**src/hw/ittd_pkg.sv**
```systemverilog
// Purpose: Constants and types for the interrupt-triggered transfer controller
// Assumes: Descriptors and data share one 32-bit memory request port
// Notes on behaviour
// - Mode field of word A: 00 normal, 01 repeat, 10 block.
// - Size field of word A: 00 byte, 01 word, 10 longword.
// - Source pointer: 0x fixed, 10 increment, 11 decrement after each element.
// - Address step equals element size: 1, 2 or 4.
// - Fixed source pointer is not written back to the descriptor.
// - Destination pointer: 0x fixed, 10 increment, 11 decrement after each element.
// - Fixed destination pointer is not written back to the descriptor.
// - Word B bit 7 set allows chaining to the next descriptor.
// - Chain condition 0 chains always; 1 chains only when count reached zero.
// - Chained transfer skips completion check, enable clear and source flag clear.
// - Per-transfer select 1 raises a CPU interrupt after every transfer.
// - Per-transfer select 0 raises CPU interrupt only at programmed count end.
// - Area side 0 makes destination the repeat/block area, 1 the source.
// - Activation fetches descriptor address through vector, reads descriptor, moves data.
// - Updated descriptor is written back after the data transfer.
// - Mode, pointer and count words live only in memory, not CPU registers.
// - On-chip RAM descriptors use a 32-bit path, one state per access.
// - Short address mode sign-extends bit 23 into the upper eight bits.
// - Normal mode count decrements; reaching zero clears enable, requests interrupt.
// - Repeat mode low counter decrements and reloads from high byte at zero.
`default_nettype none
package ittd_pkg;
  // Transfer mode codes in word A
  localparam logic [1:0] ITTD_MODE_NORMAL = 2'h0;
  localparam logic [1:0] ITTD_MODE_REPEAT = 2'h1;
  localparam logic [1:0] ITTD_MODE_BLOCK = 2'h2;
  // Element size codes, also used on the memory size port
  localparam logic [1:0] ITTD_SIZE_BYTE = 2'h0;
  localparam logic [1:0] ITTD_SIZE_WORD = 2'h1;
  localparam logic [1:0] ITTD_SIZE_LONG = 2'h2;
  // Pointer step modes (upper bit 0 means fixed)
  localparam logic [1:0] ITTD_STEP_INC = 2'h2;
  localparam logic [1:0] ITTD_STEP_DEC = 2'h3;
  // Word A field positions
  localparam int ITTD_A_MODE_HI = 7;
  localparam int ITTD_A_MODE_LO = 6;
  localparam int ITTD_A_SIZE_HI = 5;
  localparam int ITTD_A_SIZE_LO = 4;
  localparam int ITTD_A_SRC_HI = 3;
  localparam int ITTD_A_SRC_LO = 2;
  // Word B field positions
  localparam int ITTD_B_CHAIN_EN = 7;
  localparam int ITTD_B_CHAIN_COND = 6;
  localparam int ITTD_B_IRQ_SEL = 5;
  localparam int ITTD_B_AREA_SIDE = 4;
  localparam int ITTD_B_DST_HI = 3;
  localparam int ITTD_B_DST_LO = 2;
  // Descriptor geometry: index of the last word per descriptor and byte stride of a descriptor
  localparam logic [1:0] ITTD_DESC_LAST_FULL = 2'h3;
  localparam logic [1:0] ITTD_DESC_LAST_SHORT = 2'h2;
  localparam logic [31:0] ITTD_DESC_BYTES_FULL = 32'h0000_0010;
  localparam logic [31:0] ITTD_DESC_BYTES_SHORT = 32'h0000_000c;
  localparam int ITTD_SHORT_MSB = 23;
  // Writeback slot order
  localparam logic [1:0] ITTD_WB_SRC = 2'h0;
  localparam logic [1:0] ITTD_WB_DST = 2'h1;
  localparam logic [1:0] ITTD_WB_CNT = 2'h2;
  // Count values that mark the last element
  localparam logic [15:0] ITTD_CNT16_LAST = 16'h0001;
  localparam logic [7:0] ITTD_CNT8_LAST = 8'h01;
  // Buffer defaults
  localparam int ITTD_BUF_WIDTH = 32;
  localparam int ITTD_BUF_DEPTH = 2;
  // Sequencer states, one-hot
  typedef enum logic [6:0] {
    ITTD_IDLE = 7'h01,
    ITTD_VEC = 7'h02,
    ITTD_DESC = 7'h04,
    ITTD_RD = 7'h08,
    ITTD_WR = 7'h10,
    ITTD_WB = 7'h20,
    ITTD_END = 7'h40
  } ittd_state_t;
endpackage
`default_nettype wire

```
**src/hw/ittd_buf2.sv**
```systemverilog
// Purpose: Small valid/ready buffer between element read and element write
// Assumes: DEPTH of at least 2; push and pop may happen in one cycle
// Notes: Full and empty are exact, so the reader stalls when no slot is free
`timescale 1ns/1ns
`default_nettype none
module ittd_buf2 #(
  parameter int WIDTH = 32,
  parameter int DEPTH = 2
) (
  // Clock and reset
  input wire logic i_sys_clk,
  input wire logic i_reset_n,
  // Filling side
  input wire logic i_in_valid,
  input wire logic [WIDTH-1:0] i_in_data,
  output logic o_in_ready,
  // Draining side
  output logic o_out_valid,
  output logic [WIDTH-1:0] o_out_data,
  input wire logic i_out_ready
);
  localparam int PW = $clog2(DEPTH);
  logic [WIDTH-1:0] mem [DEPTH];
  logic [PW-1:0] wr_ptr;
  logic [PW-1:0] rd_ptr;
  logic [PW:0] fill;
  wire push = i_in_valid && o_in_ready;
  wire pop = o_out_valid && i_out_ready;
  wire [PW-1:0] next_wr_ptr = (wr_ptr == PW'(DEPTH - 1)) ? '0 : wr_ptr + 1'b1;
  wire [PW-1:0] next_rd_ptr = (rd_ptr == PW'(DEPTH - 1)) ? '0 : rd_ptr + 1'b1;

  // Honest status flags
  assign o_in_ready = (fill != (PW + 1)'(DEPTH));
  assign o_out_valid = (fill != '0);
  assign o_out_data = mem[rd_ptr];

  // Storage has no reset; only the pointers matter
  always_ff @(posedge i_sys_clk) begin
    if (push) begin
      mem[wr_ptr] <= i_in_data;
    end
  end

  // Pointers and occupancy
  always_ff @(posedge i_sys_clk) begin
    if (!i_reset_n) begin
      wr_ptr <= '0;
      rd_ptr <= '0;
      fill <= '0;
    end else begin
      if (push) begin
        wr_ptr <= next_wr_ptr;
      end
      if (pop) begin
        rd_ptr <= next_rd_ptr;
      end
      fill <= fill + (PW + 1)'(push) - (PW + 1)'(pop);
    end
  end
endmodule
`default_nettype wire

```
**src/hw/ittd_engine.sv**
```systemverilog
// Purpose: Activation-driven transfer engine working from in-memory descriptors
// Assumes: Memory holds o_mem_req until a one-cycle i_mem_ack; RAM answers next cycle
// Notes: Mode and count words are never CPU-visible; they live only in memory
`timescale 1ns/1ns
`default_nettype none
module ittd_engine
  import ittd_pkg::*;
#(
  parameter int BUF_WIDTH = ITTD_BUF_WIDTH,
  parameter int BUF_DEPTH = ITTD_BUF_DEPTH
) (
  // Clock and reset
  input wire logic i_sys_clk,
  input wire logic i_reset_n,
  // Activation request from the interrupt side
  input wire logic i_act_valid,
  input wire logic [31:0] i_act_vector,
  output logic o_act_ready,
  // Configuration
  input wire logic i_short_addr_mode,
  // Memory request port
  output logic o_mem_req,
  output logic o_mem_we,
  output logic [31:0] o_mem_addr,
  output logic [1:0] o_mem_size,
  output logic [31:0] o_mem_wdata,
  input wire logic i_mem_ack,
  input wire logic [31:0] i_mem_rdata,
  // Completion outputs
  output logic o_cpu_irq,
  output logic o_enable_clear,
  output logic o_src_flag_clear
);
  // Sign-extend a short-mode address
  function automatic logic [31:0] sext24(input logic [31:0] a);
    return {{8{a[ITTD_SHORT_MSB]}}, a[ITTD_SHORT_MSB:0]};
  endfunction

  // Byte step for one element
  function automatic logic [31:0] elem_step(input logic [1:0] sz);
    unique case (sz)
      ITTD_SIZE_WORD: return 32'h0000_0002;
      ITTD_SIZE_LONG: return 32'h0000_0004;
      default: return 32'h0000_0001;
    endcase
  endfunction

  // Pointer after one element
  function automatic logic [31:0] step_addr(input logic [31:0] a, input logic [1:0] m,
                                            input logic [1:0] sz);
    if (m == ITTD_STEP_INC) begin
      return a + elem_step(sz);
    end else if (m == ITTD_STEP_DEC) begin
      return a - elem_step(sz);
    end
    return a;
  endfunction

  ittd_state_t state;
  logic [31:0] desc_addr;
  logic [1:0] word_idx;
  logic [7:0] mode_a;
  logic [7:0] mode_b;
  logic [31:0] src;
  logic [31:0] dst;
  logic [31:0] src_base;
  logic [31:0] dst_base;
  logic [15:0] cnt_a;
  logic [15:0] cnt_b;
  logic done_all;
  logic buf_in_ready;
  logic buf_out_valid;
  logic [BUF_WIDTH-1:0] buf_out_data;

  wire [1:0] xfer_mode = mode_a[ITTD_A_MODE_HI:ITTD_A_MODE_LO];
  wire [1:0] elem_size = mode_a[ITTD_A_SIZE_HI:ITTD_A_SIZE_LO];
  wire [1:0] src_mode = mode_a[ITTD_A_SRC_HI:ITTD_A_SRC_LO];
  wire [1:0] dst_mode = mode_b[ITTD_B_DST_HI:ITTD_B_DST_LO];
  wire is_repeat = (xfer_mode == ITTD_MODE_REPEAT);
  wire is_block = (xfer_mode == ITTD_MODE_BLOCK);
  wire chain_en = mode_b[ITTD_B_CHAIN_EN];
  wire chain_cond = mode_b[ITTD_B_CHAIN_COND];
  wire irq_sel = mode_b[ITTD_B_IRQ_SEL];
  wire area_is_src = mode_b[ITTD_B_AREA_SIDE];
  wire src_fixed = !src_mode[1];
  wire dst_fixed = !dst_mode[1];

  // Memory handshake decode
  wire acked = o_mem_req && i_mem_ack;
  wire [1:0] desc_last = i_short_addr_mode ? ITTD_DESC_LAST_SHORT : ITTD_DESC_LAST_FULL;
  wire [31:0] desc_bytes = i_short_addr_mode ? ITTD_DESC_BYTES_SHORT : ITTD_DESC_BYTES_FULL;
  wire [31:0] word_addr = desc_addr + {28'h000_0000, word_idx, 2'h0};
  wire [1:0] wb_phys = i_short_addr_mode ? word_idx : word_idx + 2'h1;
  wire [31:0] wb_addr = desc_addr + {28'h000_0000, wb_phys, 2'h0};
  wire [31:0] rd_ptr_val = i_short_addr_mode ? sext24(i_mem_rdata) : i_mem_rdata;

  // writeback slots skipped for fixed pointers
  wire wb_skip = ((word_idx == ITTD_WB_SRC) && src_fixed) ||
                 ((word_idx == ITTD_WB_DST) && dst_fixed);
  wire [31:0] wb_data = (word_idx == ITTD_WB_SRC) ?
                          (i_short_addr_mode ? {mode_a, src[23:0]} : src) :
                        (word_idx == ITTD_WB_DST) ?
                          (i_short_addr_mode ? {mode_b, dst[23:0]} : dst) :
                        {cnt_a, cnt_b};

  // counter decisions for the element just written
  wire low_last = (cnt_a[7:0] == ITTD_CNT8_LAST);
  wire [7:0] next_low = low_last ? cnt_a[15:8] : cnt_a[7:0] - 8'h01;
  wire block_end = is_block && low_last;
  wire next_done = is_block ? (block_end && (cnt_b == ITTD_CNT16_LAST)) :
                   (!is_repeat && (cnt_a == ITTD_CNT16_LAST));
  // area side returns to its start at the end of a repeat run or block
  wire restore = (is_repeat || is_block) && low_last;
  wire [31:0] next_src = (restore && area_is_src) ? src_base :
                         step_addr(src, src_mode, elem_size);
  wire [31:0] next_dst = (restore && !area_is_src) ? dst_base :
                         step_addr(dst, dst_mode, elem_size);

  wire chain_next = chain_en && (!chain_cond || done_all);
  // interrupt choice; enable clear with it
  wire finish_irq = irq_sel || done_all;

  // Element staging buffer: a stalled write holds the read side off
  ittd_buf2 #(
    .WIDTH(BUF_WIDTH),
    .DEPTH(BUF_DEPTH)
  ) u_buf (
    .i_sys_clk(i_sys_clk),
    .i_reset_n(i_reset_n),
    .i_in_valid(state == ITTD_RD && o_mem_req && !o_mem_we && i_mem_ack),
    .i_in_data(i_mem_rdata[BUF_WIDTH-1:0]),
    .o_in_ready(buf_in_ready),
    .o_out_valid(buf_out_valid),
    .o_out_data(buf_out_data),
    .i_out_ready(state == ITTD_WR && o_mem_req && o_mem_we && i_mem_ack)
  );

  // Sequencer and memory request
  always_ff @(posedge i_sys_clk) begin
    if (!i_reset_n) begin
      state <= ITTD_IDLE;
      o_act_ready <= 1'b1;
      o_mem_req <= 1'b0;
      o_mem_we <= 1'b0;
      o_mem_addr <= 32'h0000_0000;
      o_mem_size <= ITTD_SIZE_LONG;
      o_mem_wdata <= 32'h0000_0000;
      o_cpu_irq <= 1'b0;
      o_enable_clear <= 1'b0;
      o_src_flag_clear <= 1'b0;
      desc_addr <= 32'h0000_0000;
      word_idx <= 2'h0;
      mode_a <= 8'h00;
      mode_b <= 8'h00;
      src <= 32'h0000_0000;
      dst <= 32'h0000_0000;
      src_base <= 32'h0000_0000;
      dst_base <= 32'h0000_0000;
      cnt_a <= 16'h0000;
      cnt_b <= 16'h0000;
      done_all <= 1'b0;
    end else begin
      o_cpu_irq <= 1'b0;
      o_enable_clear <= 1'b0;
      o_src_flag_clear <= 1'b0;
      unique case (state)
        ITTD_IDLE: begin
          if (i_act_valid && o_act_ready) begin
            o_act_ready <= 1'b0;
            o_mem_req <= 1'b1;
            o_mem_we <= 1'b0;
            o_mem_size <= ITTD_SIZE_LONG;
            o_mem_addr <= i_act_vector;
            state <= ITTD_VEC;
          end
        end
        ITTD_VEC: begin
          if (acked) begin
            desc_addr <= rd_ptr_val;
            word_idx <= 2'h0;
            o_mem_req <= 1'b0;
            state <= ITTD_DESC;
          end
        end
        ITTD_DESC: begin
          // descriptor words, one longword per access
          if (!o_mem_req) begin
            o_mem_req <= 1'b1;
            o_mem_we <= 1'b0;
            o_mem_size <= ITTD_SIZE_LONG;
            o_mem_addr <= word_addr;
          end else if (i_mem_ack) begin
            o_mem_req <= 1'b0;
            word_idx <= word_idx + 2'h1;
            if (word_idx == desc_last) begin
              word_idx <= 2'h0;
              done_all <= 1'b0;
              state <= ITTD_RD;
            end
            if (i_short_addr_mode) begin
              // short layout: mode byte over a 24-bit pointer
              unique case (word_idx)
                2'h0: begin
                  mode_a <= i_mem_rdata[31:24];
                  src <= rd_ptr_val;
                  src_base <= rd_ptr_val;
                end
                2'h1: begin
                  mode_b <= i_mem_rdata[31:24];
                  dst <= rd_ptr_val;
                  dst_base <= rd_ptr_val;
                end
                default: begin
                  cnt_a <= i_mem_rdata[31:16];
                  cnt_b <= i_mem_rdata[15:0];
                end
              endcase
            end else begin
              unique case (word_idx)
                2'h0: begin
                  mode_a <= i_mem_rdata[31:24];
                  mode_b <= i_mem_rdata[23:16];
                end
                2'h1: begin
                  src <= i_mem_rdata;
                  src_base <= i_mem_rdata;
                end
                2'h2: begin
                  dst <= i_mem_rdata;
                  dst_base <= i_mem_rdata;
                end
                default: begin
                  cnt_a <= i_mem_rdata[31:16];
                  cnt_b <= i_mem_rdata[15:0];
                end
              endcase
            end
          end
        end
        ITTD_RD: begin
          // element read, held off while the buffer is full
          if (!o_mem_req && buf_in_ready) begin
            o_mem_req <= 1'b1;
            o_mem_we <= 1'b0;
            o_mem_size <= elem_size;
            o_mem_addr <= src;
          end else if (acked) begin
            o_mem_req <= 1'b0;
            state <= ITTD_WR;
          end
        end
        ITTD_WR: begin
          if (!o_mem_req && buf_out_valid) begin
            o_mem_req <= 1'b1;
            o_mem_we <= 1'b1;
            o_mem_size <= elem_size;
            o_mem_addr <= dst;
            o_mem_wdata <= buf_out_data;
          end else if (acked) begin
            o_mem_req <= 1'b0;
            o_mem_we <= 1'b0;
            src <= next_src;
            dst <= next_dst;
            if (is_repeat || is_block) begin
              cnt_a <= {cnt_a[15:8], next_low};
            end else begin
              cnt_a <= cnt_a - 16'h0001;
            end
            if (block_end) begin
              cnt_b <= cnt_b - 16'h0001;
            end
            done_all <= next_done;
            word_idx <= 2'h0;
            state <= (is_block && !low_last) ? ITTD_RD : ITTD_WB;
          end
        end
        ITTD_WB: begin
          if (!o_mem_req && wb_skip) begin
            word_idx <= word_idx + 2'h1;
          end else if (!o_mem_req) begin
            o_mem_req <= 1'b1;
            o_mem_we <= 1'b1;
            o_mem_size <= ITTD_SIZE_LONG;
            o_mem_addr <= wb_addr;
            o_mem_wdata <= wb_data;
          end else if (i_mem_ack) begin
            o_mem_req <= 1'b0;
            o_mem_we <= 1'b0;
            word_idx <= word_idx + 2'h1;
            if (word_idx == ITTD_WB_CNT) begin
              word_idx <= 2'h0;
              state <= ITTD_END;
            end
          end
        end
        ITTD_END: begin
          if (chain_next) begin
            desc_addr <= desc_addr + desc_bytes;
            state <= ITTD_DESC;
          end else begin
            o_cpu_irq <= finish_irq;
            o_enable_clear <= finish_irq;
            o_src_flag_clear <= !finish_irq;
            o_act_ready <= 1'b1;
            state <= ITTD_IDLE;
          end
        end
      endcase
    end
  end
endmodule
`default_nettype wire

```
**config.mk**
```make
export PLATFORM = sky130hd
export DESIGN_NAME = ittd_engine
export DESIGN_NICKNAME = d
export VERILOG_FILES = /design/src/hw/ittd_pkg.sv /design/src/hw/ittd_buf2.sv /design/src/hw/ittd_engine.sv
export SDC_FILE = /design/constraint.sdc
export NUM_CORES = 1
export LEC_CHECK = 0
export BUFFER_PORTS_ARGS = -buffer_cell sky130_fd_sc_hd__buf_2
export CORE_MARGIN = 5
export CORE_UTILIZATION = 60
export DETAILED_ROUTE_END_ITERATION = 16
export MAX_ROUTING_LAYER = met4
export PLACE_DENSITY = 0.79
export SLEW_MARGIN = 10
export SYNTH_ARGS = -nofsm -noshare
export SYNTH_HDL_FRONTEND = slang
export SYNTH_SLANG_ARGS = --single-unit
```
**constraint.sdc**
```tcl
create_clock -name i_sys_clk -period 8.2 [get_ports i_sys_clk]
set_input_delay 0.82 -clock i_sys_clk [delete_from_list [all_inputs] [get_ports i_sys_clk]]
set_output_delay 0.82 -clock i_sys_clk [all_outputs]
set_load 0.005 [all_outputs]
```
==> summary.txt, run 1 <==
Logic synthesis
  – Syn Area/Cell: 8.03 sq um
  – Post-synthesis cell area: 21300 sq um
  – Post-Synthesis Cells: 2649
  – Most instantiated library cell after synthesis: nand2_1
  – Synth Net Count: 2805
  – Synth top cells by count: nand2_1, nor2_1, dfxtp_1
  – Asr flop ratio synth: 0%
  – Synth area leaders: dfxtp_1, edfxtp_1, a21oi_1, nand2_1, nor2_1
  – Number of synthesized flops with an enable pin: 64
  – Sequential fraction of the synthesis area: 36.7%
  – Area share of the largest cell type after synthesis: between 20 and 30%
  – Synth area leader: dfxtp_1
  – Ys flop type: dfxtp_1
  – Synth Register Bits: about 360
  – Yosys warns: 0
  – Post-synth cell types: 92

Placed design
  – DP Wirelength: 57.5 mm
  – Gpl congestion: 1.03
  – Port Buffers: 140
  – Placed insts: 3101

Power and ir drop
  – Combinational share of power: between 10% and 20%
  – LEAKAGE: 8.89 nW
  – Flop pwr share: 44.0%
  – NetSw: 0.00131 W
  – Max VDD drop: 236 uV
  – Sw Share: 29.2%
  – Pwr dens: 191 nW/um^2
  – Clk pwr share: 41.0%
  – Int Power: ~0.0032 W

CTS
  – Post-CTS Resized: 0
  – Worst skew pair latency: 590 ps
  – Maximum root-to-sink buffer count: 3
  – Hold buffer count at cts: 0
  – CTS Buf Count: 41
  – Worst-path clk slew: approximately 60 ps
  – CTS H-tree depth: 2
  – Root Buffer Master: clkbuf_16
  – Sink Count: 358
  – CTS tree: yes
  – Setup Buffers After CTS: 0

Global routing
  – Gr usage total: a little over two fifths
  – GRT overflow: 0
  – Vias in the first global route: 20160
  – First-pass GRT wire length: 123 mm
  – Initial antenna violation count: 5
  – Largest net degree at the start of global routing: 104

Critical path
  – R2R Path Start: mode_a[3]
  – CP dominant cell by count: a31oi_1
  – Cells on worst reg2reg path: 13
  – Reg2reg end: src[26]
  – Critical path arrival: 4610 ps
  – Worst reg-to-reg setup slack: 4050 ps
  – Crit Path Max Fanout: 26
  – CP Class: reg2reg
  – Required @ worst endpoint: 8660 ps
  – Slowest stage delay, CP: 620 ps
  – Kind of start point of the critical path: flip-flop
  – CP max stage cell: dfxtp_1
  – CP Capture Type: flip-flop
  – CP Cell Sequence: nand2_1 > buf_4 > a31oi_1 > ha_1 > nor2b_1 > o21bai_1 > a31oi_1 > o31ai_1 > a211oi_1 > o21a_1 > a21boi_0 > xor2_1 > o21ai_0

Detailed routing
  – Drt drc: 0
  – Vias per cell: 6.88
  – Final ANT Viol Nets: 0
  – Via count: between 20000 and 25000
  – DRT iter0 DRCs: 3034
  – Drt pass-1 iters: 7
  – DRT Wirelength: 82.4 mm
  – WL per Instance: 25.9 um

Floorplan
  – Die height: between 150 and 200 um
  – Starting density of the core: approximately three fifths
  – Total die area: 39300 sq um
  – Core Footprint: approximately 35000 sq um
  – Number of I/O pins: roughly 140
  – Die Span X: 198 um
  – # rows: 69

Cells and area
  – Fill count: 3043
  – Final Non-Filler Cells: 3184
  – Syn-to-layout area delta: 10.3%
  – Number of nets in the layout: 2839
  – Layout cells sized above 1: 10.6%

STA
  – Fin Clk Skew: 26.7 ps
  – Fin crit period: between 4000 and 5000 ps
  – Final Hold Vio Count: 0
  – RSZ-0062 raised after global routing: false
  – Final setup violation count: 0
  – Max Clk Rate: about 240 MHz
  – Total negative slack: 0 ps
  – Rel. slew slack: about 16%
  – Final Max Slew Viols: 0
  – Worst Max-Slew Pin Slew: between 1000 and 1500 ps
  – Final worst path period share: 50.6%

Hold path
  – Worst hold path stage count: 2
  – Worst Hold Class: reg2reg
  – Hold Path Sink: src_base[22]
  – Worst hold start: src_base[22]

Job
  – MaxCap Viol Count: 0

Run status
  – Outcome: completed
-- layout make-up --
type                       instances  area (sq um)  area share [%]
sequential                       358          7810            33.3
timing repair buffer             174           956            4.07
tap                              461           577            2.46
clock inverter                    18           171           0.731
inverter                          52           200           0.853
antenna                            7          17.5          0.0747
clock buffer                      58          1150            4.90
multi-input combinational       2056         12600            53.6
-- worst max-delay path, delay by kind of cell (launching register included) --
kind / cells / cell delay, ps
compound gates: 8 / 1980
flops: 1 / 620
simple gates: 2 / 470
buf+inv: 1 / 330
fa+ha+maj: 1 / 320
xor+xnor: 1 / 280
-- cells in the final DEF, fill, tap and decap left out, types with 22 or more instances in the layout --
| master | n |
|---|---|
| a211oi_1 | 128 |
| a21o_1 | 32 |
| a21oi_1 | 284 |
| a222oi_1 | 29 |
| a311oi_1 | 28 |
| a31oi_1 | 47 |
| and2_1 | 23 |
| and3_1 | 29 |
| buf_2 | 140 |
| buf_4 | 34 |
| clkbuf_16 | 41 |
| dfxtp_1 | 293 |
| edfxtp_1 | 64 |
| ha_1 | 81 |
| inv_1 | 50 |
| mux2i_1 | 87 |
| nand2_1 | 341 |
| nand3_1 | 57 |
| nor2_1 | 309 |
| nor3_1 | 61 |
| o211ai_1 | 22 |
| o21ai_0 | 148 |
| xnor2_1 | 49 |
| xor2_1 | 36 |
-- power groups by stage --
stage	Combinational (W)	Clock, W	Sequential (W)
final	0.000675	0.00184	0.00198
after global routing	0.000726	0.00191	0.00198
after CTS	0.000659	0.00184	0.00197
after detailed placement	0.000657	0	0.00201
after global placement	0.000644	0	0.00201
after floorplan	0.000401	0	0.00200
-- worst max path at each step --
| stage | start | end | depth (start not counted) |
|---|---|---|---|
| 3_5_place_dp | i_short_addr_mode | desc_addr[28] | 12 |
| 3_3_place_gp | i_short_addr_mode | desc_addr[28] | 12 |
| 5_1_grt | mode_a[3] | src[22] | 13 |
| 6_report | mode_a[3] | src[26] | 13 |
| 4_1_cts | state[1] | o_mem_we | 9 |
| 2_1_floorplan | i_short_addr_mode | o_mem_addr[28] | 15 |
-- cells by family (layout without fill, tap and decap cells) --
logic type	after synthesis	after routing	share of synthesized area, %
buffers and inverters	235	302	4.44
AO/OA/AOI/OAI	854	854	26.0
XOR/XNOR	85	85	3.50
flip-flops	358	358	36.7
adder cells (fa/ha/maj)	87	87	5.26
other	0	7	0
AND/OR/NAND/NOR	934	934	19.5
multiplexers	96	96	4.62
-- sequential cells by signal, indices dropped and copies added, names as in the netlist, 2 cells and up, named ones only --
name,flops
cnt_a,16
cnt_b,16
desc_addr,32
dst,32
dst_base,32
mode_a,8
mode_b,8
o_mem_addr,32
o_mem_size,2
o_mem_wdata,32
src,32
src_base,32
state,7
u_buf.fill,2
u_buf.mem,64
word_idx,2
-- routing by layer --
layer / routed length (um) / GRT usage (%) / vias to the layer above
met5: 0 / - / -
met4: 5220 / 22.1 / 0
met3: 10300 / 11.2 / 323
met2: 35300 / 60.3 / 1473
met1: 31500 / 54.0 / 10354
li1: - / - / 9766
-- through the flow --
stage	instance area, sq um	hold WS (ps)	power, W	setup WS (ps)	util (%)
floorplan	21300	425	0.00240	4060	-
global placement	22100	439	0.00265	3810	62.6
detailed placement	22100	445	0.00267	3740	62.6
CTS	23400	454	0.00447	4150	66.4
global route	23500	474	0.00462	3820	66.4
finish	23500	455	0.00449	4050	66.4
No activity file was read; power rests on OpenSTA's default activity.
==> inputs of run 2 (changes only) <==
Clock period 8.2 ns to 4.1 ns, I/O delays scaled along.
==> run 2 against run 1 <==
Compared with the run above:
- flip-flop and latch count stayed put
- wire length fell by 0.38%
- critical endpoint is now dst[28]
- largest power group unchanged
- first-iteration DRC count fell by 8.5%
==> summary.txt, run 2 (same netlist as run 1, synthesis figures left out) <==
Power and ir drop
  – Clk pwr share: 41.8%
  – NetSw: ~0.0026 W
  – Max VDD drop: 472 uV
  – LEAKAGE: 9.02 nW
  – Int Power: 0.00656 W
  – Pwr Total: 0.00919 W
  – Combinational share of power: 15.1%
  – Flop pwr share: between 40% and 50%
  – Pwr dens: 388 nW/um^2
  – Sw Share: 28.6%

Critical path
  – CP top delay family: compound AO/OA/AOI/OAI gates
  – R2R Path Start: mode_a[4]
  – Cells on worst reg2reg path: 15
  – Worst reg-to-reg setup slack: roughly 310 ps
  – CP dominant cell by count: a21oi_1
  – Worst path bufs/invs: 2
  – CP max stage cell: fa_1
  – Reg2reg end: dst[28]
  – Kind of start point of the critical path: flip-flop
  – CP Capture Type: flip-flop
  – Slowest stage delay, CP: 440 ps
  – Required @ worst endpoint: 4620 ps
  – Crit Path Max Fanout: 6
  – Critical path arrival: 4310 ps
  – CP Cell Sequence: inv_1 > ha_1 > nor2_1 > a21oi_1 > inv_1 > fa_1 > nand2b_1 > a21oi_1 > o2111ai_1 > a31oi_2 > a221oi_4 > nor4_1 > mux2i_1 > a21oi_1 > a21oi_1
  – CP Class: reg2reg

Detailed routing
  – DRT Wirelength: 82.1 mm
  – WL per Instance: 25.7 um
  – Vias per cell: approximately 6.7
  – Drt drc: 0
  – Via count: 21502
  – Drt pass-1 iters: 8
  – Final ANT Viol Nets: 0
  – DRT iter0 DRCs: approximately 2800

Cells and area
  – Number of nets in the layout: 2856
  – Fill count: 2982
  – Most common cell after layout, fill and taps aside: nand2_1
  – Max reg flops: 64
  – Post-route cell area: 23700 sq um
  – Syn-to-layout area delta: 11.4%
  – Biggest register: u_buf.mem
  – Layout cells sized above 1: 11.3%
  – Most frequent cells in the layout: nand2_1, nor2_1, dfxtp_1

Global routing
  – First-pass GRT wire length: 122 mm
  – GRT overflow: 0
  – Initial antenna violation count: 3
  – Vias in the first global route: 19853
  – Gr usage total: 41.6%
  – Largest net degree at the start of global routing: 97

Floorplan
  – Core Footprint: between 30000 and 40000 sq um
  – Die height: 198 um
  – Number of I/O pins: approximately 140
  – Total die area: 39300 sq um
  – Starting density of the core: ~60%
  – # rows: 69
  – Die Span X: 198 um

CTS
  – CTS H-tree depth: 2
  – CTS tree: yes
  – Sink Count: roughly 360
  – Post-CTS Resized: 0
  – Worst skew pair latency: between 500 and 600 ps
  – Hold buffer count at cts: 0
  – CTS Buf Count: 40
  – Setup Buffers After CTS: 0
  – Worst-path clk slew: 60 ps
  – Maximum root-to-sink buffer count: 3
  – Root Buffer Master: clkbuf_16

STA
  – Fin Clk Skew: 21.2 ps
  – Final Hold Vio Count: 0
  – Worst Max-Slew Pin Slew: 1360 ps
  – Final worst path period share: between 90 and 100%
  – Final Max Slew Viols: 0
  – Max Clk Rate: 264 MHz
  – Fin crit period: 3790 ps
  – Final setup violation count: 0
  – Total negative slack: 0 ps
  – Rel. slew slack: 8.50%
  – RSZ-0062 raised after global routing: false

Hold path
  – Worst hold path stage count: 3
  – Hold Path Sink: o_mem_addr[8]
  – Worst hold start: i_act_vector[8]
  – Worst Hold Class: in2reg

Placed design
  – DP Wirelength: roughly 60 mm
  – Area after DPL: 22300 sq um
  – Port Buffers: 140
  – Gpl congestion: 1.02

Job
  – MaxCap Viol Count: 0

Run status
  – Outcome: completed
[run 2: worst max path at each step]
stage | from | depth (start not counted) | endpoint | slack, ps
after floorplan | i_short_addr_mode | 15 | o_mem_addr[28] | 370
after global placement | mode_a[4] | 15 | dst[28] | 500
after detailed placement | mode_a[4] | 15 | dst[28] | 400
after CTS | mode_a[4] | 15 | dst[28] | 360
after global routing | mode_a[4] | 15 | dst[28] | 40
final | mode_a[4] | 15 | dst[28] | 310
[run 2: area by class of cell]
type | instances | area, sq um | area share (%)
diodes | 4 | 10.0 | 0.0423
clock buffers | 56 | 1140 | 4.83
clock inverters | 18 | 236 | 0.998
inverters | 52 | 200 | 0.845
multi-input cells | 2056 | 12600 | 53.1
flip-flops and latches | 358 | 7810 | 33.0
well taps | 461 | 577 | 2.44
repair buffers | 192 | 1140 | 4.82
[run 2: tightest hold or removal path, cell delays in order]
cell	delay (ps)
buf_2	100
nand2_1	40
a311oi_1	70
[run 2: per-layer routing]
layer  track usage (%)  share of wire (%)  routed length (um)
met5                 -                  0                   0
met4              22.7                6.8                5590
met3              9.49                 12               10200
met2              59.4                 42               34500
met1              54.8                 39               31800
[run 2: stage by stage]
step	worst slack [ps]	hold slack [ps]	util, %	cells
3_3_place_gp	503	441	63.1	3119
4_1_cts	364	72.8	67.1	3193
3_5_place_dp	396	447	63.1	3119
6_report	310	91.7	67.1	3197
5_1_grt	43.2	94.1	67.1	3196
2_1_floorplan	368	425	-	2649
[run 2: power by group through the flow]
stage               clock network, W  logic (W)  registers, W
detailed placement                 0    0.00135       0.00402
global placement                   0    0.00134       0.00401
global route                 0.00400    0.00149       0.00397
finish                       0.00384    0.00139       0.00396
floorplan                          0   0.000801       0.00399
CTS                          0.00386    0.00136       0.00395
